**src/pkg/dcc_defs.svh**
```systemverilog
// Frame layout and timing constants for the charge parameter codec
`ifndef DCC_DEFS_SVH
`define DCC_DEFS_SVH
`define DCC_CLK_HZ        250000000
`define DCC_PERIOD_MS     100
`define DCC_PERIOD_CYC    (`DCC_CLK_HZ / 1000 * `DCC_PERIOD_MS)
// Short frame period so a run stays in a few thousand cycles
`define DCC_SIM_PERIOD_CYC 400
`define DCC_ID_VEH        11'h102
`define DCC_ID_STA_CAP    11'h108
`define DCC_ID_STA_OUT    11'h109
`define DCC_VOLT_MAX      16'h0258
`define DCC_RATE_MAX      8'h64
`define DCC_B4_OVERV      0
`define DCC_B4_UNDERV     1
`define DCC_B4_CURDEV     2
`define DCC_B4_OVERTEMP   3
`define DCC_B4_VOLTDEV    4
`define DCC_B5_ENABLE     0
`define DCC_B5_SHIFT      1
`define DCC_B5_FAULT      2
`define DCC_B5_CONTACT    3
`define DCC_B5_STOPREQ    4
`define DCC_ADDR_STATUS   4'h0
`define DCC_ADDR_MASK     4'h1
`define DCC_ADDR_FLAGS    4'h2
`define DCC_ADDR_RATE     4'h3
`define DCC_ADDR_TARGET   4'h4
`define DCC_ADDR_CAP      4'h5
`define DCC_ADDR_VMAX     4'h6
`define DCC_ADDR_THRESH   4'h7
`define DCC_ADDR_OUTV     4'h8
`define DCC_ADDR_IMAX     4'h9
`define DCC_ADDR_PROTO    4'ha
`define DCC_ST_RX         0
`define DCC_ST_FLAGCHG    1
`define DCC_ST_RANGE      2
`define DCC_ST_W          3
`endif

```
**src/pkg/dcc_pkg.sv**
```systemverilog
// Shared types for the charge parameter codec
package dcc_pkg;
    typedef logic [7:0][7:0] dcc_payload_t;
    typedef logic [10:0]     dcc_canid_t;
endpackage

```
**src/pkg/dcc_link_if.sv**
```systemverilog
// Frame carrier joining station and vehicle ends
`timescale 1ns/10ps
interface dcc_link_if;
    logic                  staValid;   // Station frame strobe
    dcc_pkg::dcc_canid_t   staId;      // Station frame identifier
    dcc_pkg::dcc_payload_t staData;    // Station frame payload
    logic                  vehValid;   // Vehicle frame strobe
    dcc_pkg::dcc_canid_t   vehId;      // Vehicle frame identifier
    dcc_pkg::dcc_payload_t vehData;    // Vehicle frame payload
    modport station (output staValid, staId, staData,
                     input vehValid, vehId, vehData);
    modport vehicle (input staValid, staId, staData,
                     output vehValid, vehId, vehData);
endinterface

```
**src/core/dcc_station.sv**
```systemverilog
// Station end: packs capability frames, unpacks vehicle status frames
//
// Chosen here: the address map and strobed register access.
`include "dcc_defs.svh"
`timescale 1ns/10ps
// Operation
// Vehicle charging rate in 0x102 byte 6
// Charge enable flag 0x102 byte5 bit0
// Shift lever flag 0x102 byte5 bit1
// System fault flag 0x102 byte5 bit2
// Contactor status flag 0x102 byte5 bit3
// Normal stop request 0x102 byte5 bit4
// Battery overvoltage flag byte4 bit0
// Battery undervoltage flag byte4 bit1
// Current deviation flag byte4 bit2
// Battery overtemperature flag byte4 bit3
// Voltage deviation flag byte4 bit4
// Welding support byte 0x108.0 every 100ms
// Max output voltage 0x108 bytes 1-2
// Max output current 0x108 byte 3
// Threshold voltage 0x108 bytes 4-5
// Protocol number 0x109 byte 0
// Measured output voltage 0x109 bytes 1-2
// Target voltage 0x102 bytes 1-2
// One build-time byte order for pairs
module dcc_station #(
    parameter bit          LSB_FIRST  = 1'b1,
    parameter int unsigned PERIOD_CYC = `DCC_PERIOD_CYC
) (
    input  wire logic        ref_clk,   // System clock 250 MHz
    input  wire logic        rst,       // Async reset, high
    dcc_link_if.station      link,      // Frame link to vehicle
    input  wire logic [3:0]  regAddr,   // Register address
    input  wire logic [15:0] regWdata,  // Register write data
    input  wire logic        regWr,     // Write strobe
    input  wire logic        regRd,     // Read strobe
    output logic      [15:0] regRdata,  // Read data, next cycle
    output logic             irq        // Level interrupt
);
    ////////////////////////////////////////////////////////////////////
    logic [31:0] tick_reg;
    logic        phase_reg;
    logic [7:0]  weldSup_reg;
    logic [15:0] vMax_reg;
    logic [7:0]  iMax_reg;
    logic [15:0] thresh_reg;
    logic [7:0]  proto_reg;
    logic [15:0] outV_reg;
    logic [3:0]  status_reg;
    logic [3:0]  mask_reg;
    logic [4:0]  fl4_reg;
    logic [4:0]  fl5_reg;
    logic [7:0]  rate_reg;
    logic [15:0] target_reg;
    logic        rxFrame;
    logic        flagChg;
    logic        rangeErr;
    logic        wrDone;
    logic [15:0] rxTarget;
    logic [3:0]  evt;
    logic [3:0]  status_next;

    // Pack a 16-bit quantity into two bytes
    function automatic logic [15:0] packPair(input logic [15:0] v);
        // Fixed pair order
        packPair = LSB_FIRST ? v : {v[7:0], v[15:8]};
    endfunction

    ////////////////////////////////////////////////////////////////////
    // Period tick; the two frames alternate so each one repeats at 100 ms
    always_ff @(posedge ref_clk or posedge rst) begin
        if (rst) begin
            tick_reg  <= 32'h0;
            phase_reg <= 1'b0;
        end else if (tick_reg == 32'((PERIOD_CYC / 2) - 1)) begin
            tick_reg  <= 32'h0;
            phase_reg <= ~phase_reg;
        end else begin
            tick_reg <= tick_reg + 32'h1;
        end
    end

    always_ff @(posedge ref_clk or posedge rst) begin
        if (rst) begin
            link.staValid <= 1'b0;
            link.staId    <= 11'h0;
            link.staData  <= '0;
        end else if (tick_reg == 32'((PERIOD_CYC / 2) - 1)) begin
            link.staValid <= 1'b1;
            link.staData  <= '0;
            if (!phase_reg) begin
                link.staId      <= `DCC_ID_STA_CAP;
                // Welding support byte
                link.staData[0] <= weldSup_reg;
                // Available voltage pair
                {link.staData[2], link.staData[1]} <= packPair(vMax_reg);
                // Available current
                link.staData[3] <= iMax_reg;
                // Threshold voltage pair
                {link.staData[5], link.staData[4]} <= packPair(thresh_reg);
            end else begin
                link.staId      <= `DCC_ID_STA_OUT;
                // Protocol number
                link.staData[0] <= proto_reg;
                // Output voltage pair
                {link.staData[2], link.staData[1]} <= packPair(outV_reg);
            end
        end else begin
            link.staValid <= 1'b0;
        end
    end

    ////////////////////////////////////////////////////////////////////
    assign rxFrame  = link.vehValid && (link.vehId == `DCC_ID_VEH);
    // Target pair unpack
    assign rxTarget = packPair({link.vehData[2], link.vehData[1]});
    assign flagChg  = rxFrame && ({link.vehData[4][4:0],
                      link.vehData[5][4:0]} != {fl4_reg, fl5_reg});
    // Out of range values are flagged but still stored as received
    assign rangeErr = rxFrame && ((link.vehData[6] > `DCC_RATE_MAX)
                      || (rxTarget > `DCC_VOLT_MAX));
    assign wrDone   = regWr && (regAddr <= `DCC_ADDR_PROTO)
                      && (regAddr >= `DCC_ADDR_CAP);

    always_ff @(posedge ref_clk or posedge rst) begin
        if (rst) begin
            fl4_reg    <= 5'h0;
            fl5_reg    <= 5'h0;
            rate_reg   <= 8'h0;
            target_reg <= 16'h0;
        end else if (rxFrame) begin
            // Charging rate byte
            rate_reg   <= link.vehData[6];
            // Status byte 5 flags
            // Same byte
            fl5_reg    <= link.vehData[5][4:0];
            // Fault byte 4 flags
            // Same byte
            fl4_reg    <= link.vehData[4][4:0];
            target_reg <= rxTarget;
        end
    end

    ////////////////////////////////////////////////////////////////////
    always_ff @(posedge ref_clk or posedge rst) begin
        if (rst) begin
            weldSup_reg <= 8'h0;
            vMax_reg    <= 16'h0;
            iMax_reg    <= 8'h0;
            thresh_reg  <= 16'h0;
            proto_reg   <= 8'h0;
            outV_reg    <= 16'h0;
            mask_reg    <= 4'h0;
        end else if (regWr) begin
            unique case (regAddr)
                `DCC_ADDR_MASK:   mask_reg    <= regWdata[3:0];
                `DCC_ADDR_CAP:    weldSup_reg <= regWdata[7:0];
                `DCC_ADDR_VMAX:   vMax_reg    <= regWdata;
                `DCC_ADDR_THRESH: thresh_reg  <= regWdata;
                `DCC_ADDR_OUTV:   outV_reg    <= regWdata;
                `DCC_ADDR_IMAX:   iMax_reg    <= regWdata[7:0];
                `DCC_ADDR_PROTO:  proto_reg   <= regWdata[7:0];
                default: ;
            endcase
        end
    end

    // Sticky events; a new event in the clearing read cycle survives
    always_comb begin
        evt = 4'h0;
        evt[`DCC_ST_RX]      = rxFrame;
        evt[`DCC_ST_FLAGCHG] = flagChg;
        evt[`DCC_ST_RANGE]   = rangeErr;
        evt[`DCC_ST_W]       = wrDone;
        status_next = status_reg;
        if (regRd && regAddr == `DCC_ADDR_STATUS) begin
            status_next = 4'h0;
        end
        status_next = status_next | evt;
    end

    always_ff @(posedge ref_clk or posedge rst) begin
        if (rst) begin
            status_reg <= 4'h0;
            irq        <= 1'b0;
        end else begin
            status_reg <= status_next;
            irq        <= |(status_next & mask_reg);
        end
    end

    always_ff @(posedge ref_clk or posedge rst) begin
        if (rst) begin
            regRdata <= 16'h0;
        end else if (regRd) begin
            unique case (regAddr)
                `DCC_ADDR_STATUS: regRdata <= {12'h0, status_reg};
                `DCC_ADDR_MASK:   regRdata <= {12'h0, mask_reg};
                `DCC_ADDR_FLAGS:  regRdata <= {3'h0, fl4_reg, 3'h0, fl5_reg};
                `DCC_ADDR_RATE:   regRdata <= {8'h0, rate_reg};
                `DCC_ADDR_TARGET: regRdata <= target_reg;
                `DCC_ADDR_CAP:    regRdata <= {8'h0, weldSup_reg};
                `DCC_ADDR_VMAX:   regRdata <= vMax_reg;
                `DCC_ADDR_THRESH: regRdata <= thresh_reg;
                `DCC_ADDR_OUTV:   regRdata <= outV_reg;
                `DCC_ADDR_IMAX:   regRdata <= {8'h0, iMax_reg};
                `DCC_ADDR_PROTO:  regRdata <= {8'h0, proto_reg};
                default:          regRdata <= 16'h0;
            endcase
        end else begin
            regRdata <= 16'h0;
        end
    end
endmodule // dcc_station

```
**src/flat_wrapper.sv**
```systemverilog
// flat-port wrapper written by rule: the top's interface ports become plain ports
module dcc_station_flat 
#(
    parameter bit          LSB_FIRST  = 1'b1,
    parameter int unsigned PERIOD_CYC = `DCC_PERIOD_CYC
)
  (ref_clk, rst, regAddr, regWdata, regWr, regRd, regRdata, irq, link_staValid, link_staId, link_staData, link_vehValid, link_vehId, link_vehData);
  dcc_link_if link_i ();
  input  wire logic ref_clk;
  input  wire logic rst;
  input  wire logic [3:0] regAddr;
  input  wire logic [15:0] regWdata;
  input  wire logic regWr;
  input  wire logic regRd;
  output logic      [15:0] regRdata;
  output logic irq;
  output wire logic [$bits(link_i.staValid)-1:0] link_staValid;
  output wire logic [$bits(link_i.staId)-1:0] link_staId;
  output wire logic [$bits(link_i.staData)-1:0] link_staData;
  input wire logic [$bits(link_i.vehValid)-1:0] link_vehValid;
  input wire logic [$bits(link_i.vehId)-1:0] link_vehId;
  input wire logic [$bits(link_i.vehData)-1:0] link_vehData;
  assign link_staValid = link_i.staValid;
  assign link_staId = link_i.staId;
  assign link_staData = link_i.staData;
  assign link_i.vehValid = link_vehValid;
  assign link_i.vehId = link_vehId;
  assign link_i.vehData = link_vehData;
  dcc_station #(.LSB_FIRST(LSB_FIRST), .PERIOD_CYC(PERIOD_CYC)) u_core (.ref_clk(ref_clk), .rst(rst), .link(link_i), .regAddr(regAddr), .regWdata(regWdata), .regWr(regWr), .regRd(regRd), .regRdata(regRdata), .irq(irq));
endmodule
```
**config.mk**
```make
export PLATFORM = sky130hd
export DESIGN_NAME = dcc_station_flat
export DESIGN_NICKNAME = d
export VERILOG_FILES = /design/src/pkg/dcc_pkg.sv /design/src/pkg/dcc_link_if.sv /design/src/core/dcc_station.sv /design/src/flat_wrapper.sv
export VERILOG_INCLUDE_DIRS = /design/src /design/src/pkg
export SDC_FILE = /design/constraint.sdc
export NUM_CORES = 1
export LEC_CHECK = 0
export ABC_AREA = 1
export BUFFER_PORTS_ARGS = -buffer_cell sky130_fd_sc_hd__buf_2
export CAP_MARGIN = 20
export CORE_UTILIZATION = 35
export CTS_CLUSTER_DIAMETER = 120
export DETAILED_ROUTE_END_ITERATION = 8
export PLACE_DENSITY = 0.51
export SYNTH_ARGS = -nofsm -noshare
export SYNTH_HDL_FRONTEND = slang
export SYNTH_SLANG_ARGS = --single-unit
```
**constraint.sdc**
```tcl
create_clock -name ref_clk -period 17.3 [get_ports ref_clk]
set_input_delay 5.19 -clock ref_clk [delete_from_list [all_inputs] [get_ports ref_clk]]
set_output_delay 5.19 -clock ref_clk [all_outputs]
set_load 0.005 [all_outputs]
```
* Yosys cells after proc, flatten, opt, wreduce, memory -nomap -nowiden
Index checks and enable logic that the tools add are counted.
** Storage, ports and cells
- Input port bits :: 100
- Bits in registers :: 224
- Output and inout port bits :: 93
** Cells by class
- Bitwise logic cells :: 3
- Equal/unequal tests :: 13
- Order comparisons :: 4
- Reduce and logical (&&, ||, !) cells :: 16
- Add/subtract/negate cells :: 1
- Mux-type cells :: 8
** Operator list (number)
- 16-bit case mux with 11 select lines :: 1
- 24-bit two-way mux :: 2
- 32-bit by 1-bit adder with 32-bit output (second input constant) :: 1
- 32-bit by 24-bit equality test with 1-bit output (second input constant) :: 1
- 32-bit two-way mux :: 1
- 4-bit by 3-bit equality test with 1-bit output (second input constant) :: 4
- 16-bit by 10-bit > comparator with 1-bit output (second input constant) :: 1
- 16-bit two-way mux :: 1
- 2-bit AND reduction :: 7
- 4-bit equality test (second input constant) :: 3
- 11-bit by 9-bit equality test with 1-bit output (second input constant) :: 1
- 10-bit != test :: 1
- 4-bit by 2-bit equality test with 1-bit output (second input constant) :: 2
- 8-bit by 7-bit > comparator with 1-bit output (second input constant) :: 1
- 1-bit logical AND :: 6
- 4-bit bitwise AND :: 1
- 4-bit by 1-bit equality test with 1-bit output (second input constant) :: 1
- 4-bit by 3-bit >= comparator with 1-bit output (second input constant) :: 1
- 4-bit less-or-equal comparator (second input constant) :: 1
- 4-bit logical NOT :: 1
- 4-bit two-way mux :: 1
- 4-bit OR :: 1
- 4-bit OR reduction :: 1
- 1-bit two-way mux :: 2
- other kinds (2) :: 2

* Depth between registers and ports, before layout
- Word-level depth :: 6
- Mapped depth :: 12

* Worst setup path before layout
OpenSTA, ideal clock, no wires.
- Path kind :: input to register
- Start :: in link_vehId[3]
- End :: reg u_core.fl5_reg[4]
- Library setup time :: 133 ps
- Required time :: 17167 ps
- Stages on the path :: 7
- Slack :: 11145 ps
- Arrival time :: 6022 ps
- Path through :: nor2_1 -> nand3b_1 -> nor2_1 -> nand2_1 -> clkbuf_1 -> clkbuf_1 -> o21ai_0
** On the way
- Longest elaborated chain between the ends :: 2
** RTL lines
- start, declared :: line flat_wrapper.sv:21 : input wire logic [$bits(link_i.vehId)-1:0] link_vehId;
- 11-bit by 9-bit equality test with 1-bit output (no source line)
- 1-bit logical AND :: line dcc_station.sv:114 : assign rxFrame = link.vehValid && (link.vehId == `DCC_ID_VEH);
- end signal, assigned :: line dcc_station.sv:136 : fl5_reg <= link.vehData[5][4:0];
- end, declared :: line dcc_station.sv:52 : logic [4:0] fl5_reg;
Every way passes these cells.
A chain may end at the register's enable or synchronous reset.

* Final worst setup path
- Start :: in regAddr[2]
- End :: reg u_core.thresh_reg[15]
** On the way
- Longest elaborated chain between the ends :: 2
** RTL lines
- start, declared :: line flat_wrapper.sv:11 : input wire logic [3:0] regAddr;
- 4-bit by 3-bit equality test with 1-bit output :: line dcc_station.sv:155 : unique case (regAddr)
- 2-bit AND reduction (no source line)
- end signal, assigned :: line dcc_station.sv:159 : `DCC_ADDR_THRESH: thresh_reg <= regWdata;
- end, declared :: line dcc_station.sv:46 : logic [15:0] thresh_reg;
Every way passes these cells.

==> flow_metrics.env <==
export IMPL_synth_top_area_cell="dfrtp_1"
export IMPL_syn2layout_area_growth_pct=17.4
export IMPL_worstPathMaxFanout=32
export IMPL_wl_per_cell_um=16.6
export IMPL_top_usage_layer="met2"
export IMPL_ir_drop_mv=0.0617
export IMPL_portBuffers=138
export IMPL_hold_path_class="reg2reg"
export IMPL_cp_arrival_ns=7.31
export IMPL_synth_top_family_by_area="simple AND/OR/NAND/NOR gates"
export IMPL_die_area_um2=29300
export IMPL_final_nets=1444
export IMPL_ys_ff_latch=215
export IMPL_cts_htree_levels=1
export IMPL_cp_start_kind="input port"
export IMPL_outcome="finished, final reports clean"
export IMPL_ctsResizeCount=0
export IMPL_critical_path_slowest_cell="nand2_1"
export IMPL_cts_tree="yes"
export IMPL_crit_family="simple AND/OR/NAND/NOR gates"
export IMPL_synth_area_leaders="dfrtp_1 54%, nand2_1 13%, nand3_1 6.5%, o21ai_0 5.2%, inv_1 4.1%"
export IMPL_place_congestion=0.892
export IMPL_hold_start="u_core.link.staData[27]$_DFFE_PP0P_"
export IMPL_use_met1_pct=29.7
export IMPL_finalSetupViolCount=0
export IMPL_io_pins=193
export IMPL_yosysMostFrequentCell="nand2_1"
export IMPL_vias=8381
export IMPL_cts_buffers=25
export IMPL_ys_async_sr_fraction_pct=100
export IMPL_viasPerCell=4.82
export IMPL_synth_common_cells="350 x nand2_1, 215 x dfrtp_1, 131 x nand3_1, 110 x inv_1, 104 x o21ai_0"
export IMPL_antenna_cells=0
export IMPL_synth_area_um2=10000
export IMPL_dp_hpwl_um=20100
export IMPL_clockBufferDepth=3
export IMPL_postCtsHoldBufs=0
export IMPL_synth_compound_area_share_pct=9.75
export IMPL_fin_crit_ns=6.89
export IMPL_synthMuxAreaShare_pct=0
export IMPL_die_x_um=171
export IMPL_synthXorXnorAreaFrac_pct=2.54
export IMPL_track_usage_pct=20.2
export IMPL_grt_pass1_vias=7900
export IMPL_cts_root_buf="clkbuf_16"
export IMPL_yosysTopAreaCellShare_pct=53.7
export IMPL_grt_max_degree=143
export IMPL_largest_reg_flops=48
export IMPL_ys_seq_area_share_pct=53.7
export IMPL_rsz0062_at_grt="false"
export IMPL_fin_skew_ns=0.0176
export IMPL_fill_cells=2911
export IMPL_r2r_start="u_core.tick_reg[0]$_DFF_PP0_"
export IMPL_clkTransAtPathRegs_ns=0.06
export IMPL_slowest_delay_ns=0.61
export IMPL_antenna_found_initial=0
export IMPL_worstPathRequired_ns=17.72
export IMPL_use_met3_pct=2.50
export IMPL_grt_pass1_wl_um=45300
export IMPL_power_density_nw_per_um2=101
export IMPL_slew_violations=0
export IMPL_use_met2_pct=31.3
export IMPL_drive_gt1_share_pct=15.7
export IMPL_clkSinkCount=215
export IMPL_drv_cap=0
export IMPL_yosys_warnings=0
export IMPL_yosys_area_share_simple_pct=25.3
export IMPL_hold_violations=0
export IMPL_synth_top_flop_cell="dfrtp_1"
export IMPL_grt_ovfl_total=0
export IMPL_first_pass_iters=5
export IMPL_critPathCaptureType="flop"
export IMPL_leakage_nw=6.18
export IMPL_die_y_um=171
export IMPL_drc_errors=0
export IMPL_path_buf_inv=4
export IMPL_clock_latency_ns=0.53
export IMPL_finalSetupTns_ns=0
export IMPL_max_freq_ghz=0.145
export IMPL_hold_depth=2
export IMPL_reg2reg_setup_slack_ns=14.11
export IMPL_fin_crit_sh_pct=39.8
export IMPL_postSynthAreaPerCell_um2=8.23
export IMPL_ant_nets=0
export IMPL_placed_cells=1693
export IMPL_hold_path_end="u_core.link.staData[27]$_DFFE_PP0P_"
export IMPL_totalWireLength_um=28800
export IMPL_cts_setup_buffers=0
export IMPL_crit_type="in2reg"
export IMPL_ff2ff_path_depth=10
export IMPL_initial_core_util_pct=35.8
export IMPL_fin_cells=1737
export IMPL_yosysUniqueCellTypes=38
export IMPL_slew_headroom_pct=30.8
export IMPL_synth_edf_count=0
export IMPL_drtIter0Drc=529
export IMPL_row_count=61
export IMPL_tightest_slew_ns=1.04
export IMPL_syn_inst=1217
export IMPL_worstPathCellList="buf_2, inv_2, nor2_2, buf_4, nand2_1, inv_2, nand2_1, o21ai_0"
export IMPL_design_core_area_um2=27900
export IMPL_r2r_end="u_core.link.staId[0]$_DFFE_PP0P_"
export IMPL_synth_fa_ha_area_share_pct=0.125
per-stage QoR:
stage	hold WS [ns]	utilization (%)	power (mW)	setup slack, ns	cell area (µm²)
6_report	0.473	42.1	1.19	10.41	11800
5_1_grt	0.496	42.1	1.24	10.16	11800
4_1_cts	0.478	42.0	1.20	10.41	11700
3_5_place_dp	0.461	39.1	0.675	9.87	10900
3_3_place_gp	0.462	39.1	0.673	9.94	10900
2_1_floorplan	0.449	-	0.636	6.23	10100
where the power goes:
part / total [mW] / internal, mW / leakage [nW] / switching (mW)
logic: 0.0909 / 0.0327 / 2.95 / 0.0582
clock network: 0.521 / 0.310 / 0.404 / 0.211
registers: 0.576 / 0.543 / 2.82 / 0.0334
cell families after synthesis:
kind of cell,count (synthesis)
buf+inv,192
xor+xnor,29
compound gates,181
flops,215
fa+ha+maj,1
simple gates,598
other cells,1
area by class of cell:
cell class	instances	area (µm²)	share of cell area, %
clock inverters	11	109	0.926
repair buffers	146	771	6.56
inverters	122	467	3.97
clock buffers	32	692	5.88
flip-flops and latches	215	5380	45.8
well taps	378	473	4.02
multi-input cells	833	3870	32.9
metal layers:
metal | wire length (µm) | up-vias
met2 | 12900 | 221
li1 | - | 4154
met3 | 1370 | 39
met4 | 542 | 0
met5 | 0 | -
met1 | 14100 | 3967
cell usage in the layout, fill, tap and decap left out, types with 25 or more instances in the layout:
| cell type | instances |
|---|---|
| o21ai_0 | 104 |
| inv_1 | 109 |
| dfrtp_1 | 215 |
| nor2_1 | 75 |
| a21oi_1 | 26 |
| o21ai_1 | 26 |
| nand2_1 | 350 |
| clkbuf_16 | 25 |
| buf_2 | 138 |
| nand3_1 | 131 |
how the worst max path moves through the flow:
stage	startpoint	to	slack [ns]	depth (start not counted)
after floorplan	rst	u_core.fl4_reg[0]$_DFFE_PP0P_	6.23	1
after global placement	regAddr[2]	u_core.thresh_reg[13]$_DFFE_PP0P_	9.94	8
after detailed placement	regAddr[2]	u_core.thresh_reg[15]$_DFFE_PP0P_	9.87	8
after CTS	regAddr[2]	u_core.thresh_reg[15]$_DFFE_PP0P_	10.41	8
after global routing	regAddr[2]	u_core.thresh_reg[11]$_DFFE_PP0P_	10.16	8
final	regAddr[2]	u_core.thresh_reg[15]$_DFFE_PP0P_	10.41	8
worst reg2reg max path: stages, from the launching register on:
cell and delay (ns):
dfrtp_1 0.38, ha_1 0.21, nand3_2 0.16, nor2_1 0.15, nand3_1 0.09, inv_2 0.09, nand3_4 0.57, clkinv_2 0.19
buf_4 0.58, nand2_1 0.45, o21a_1 0.21
(Power assumes the default switching activity.)
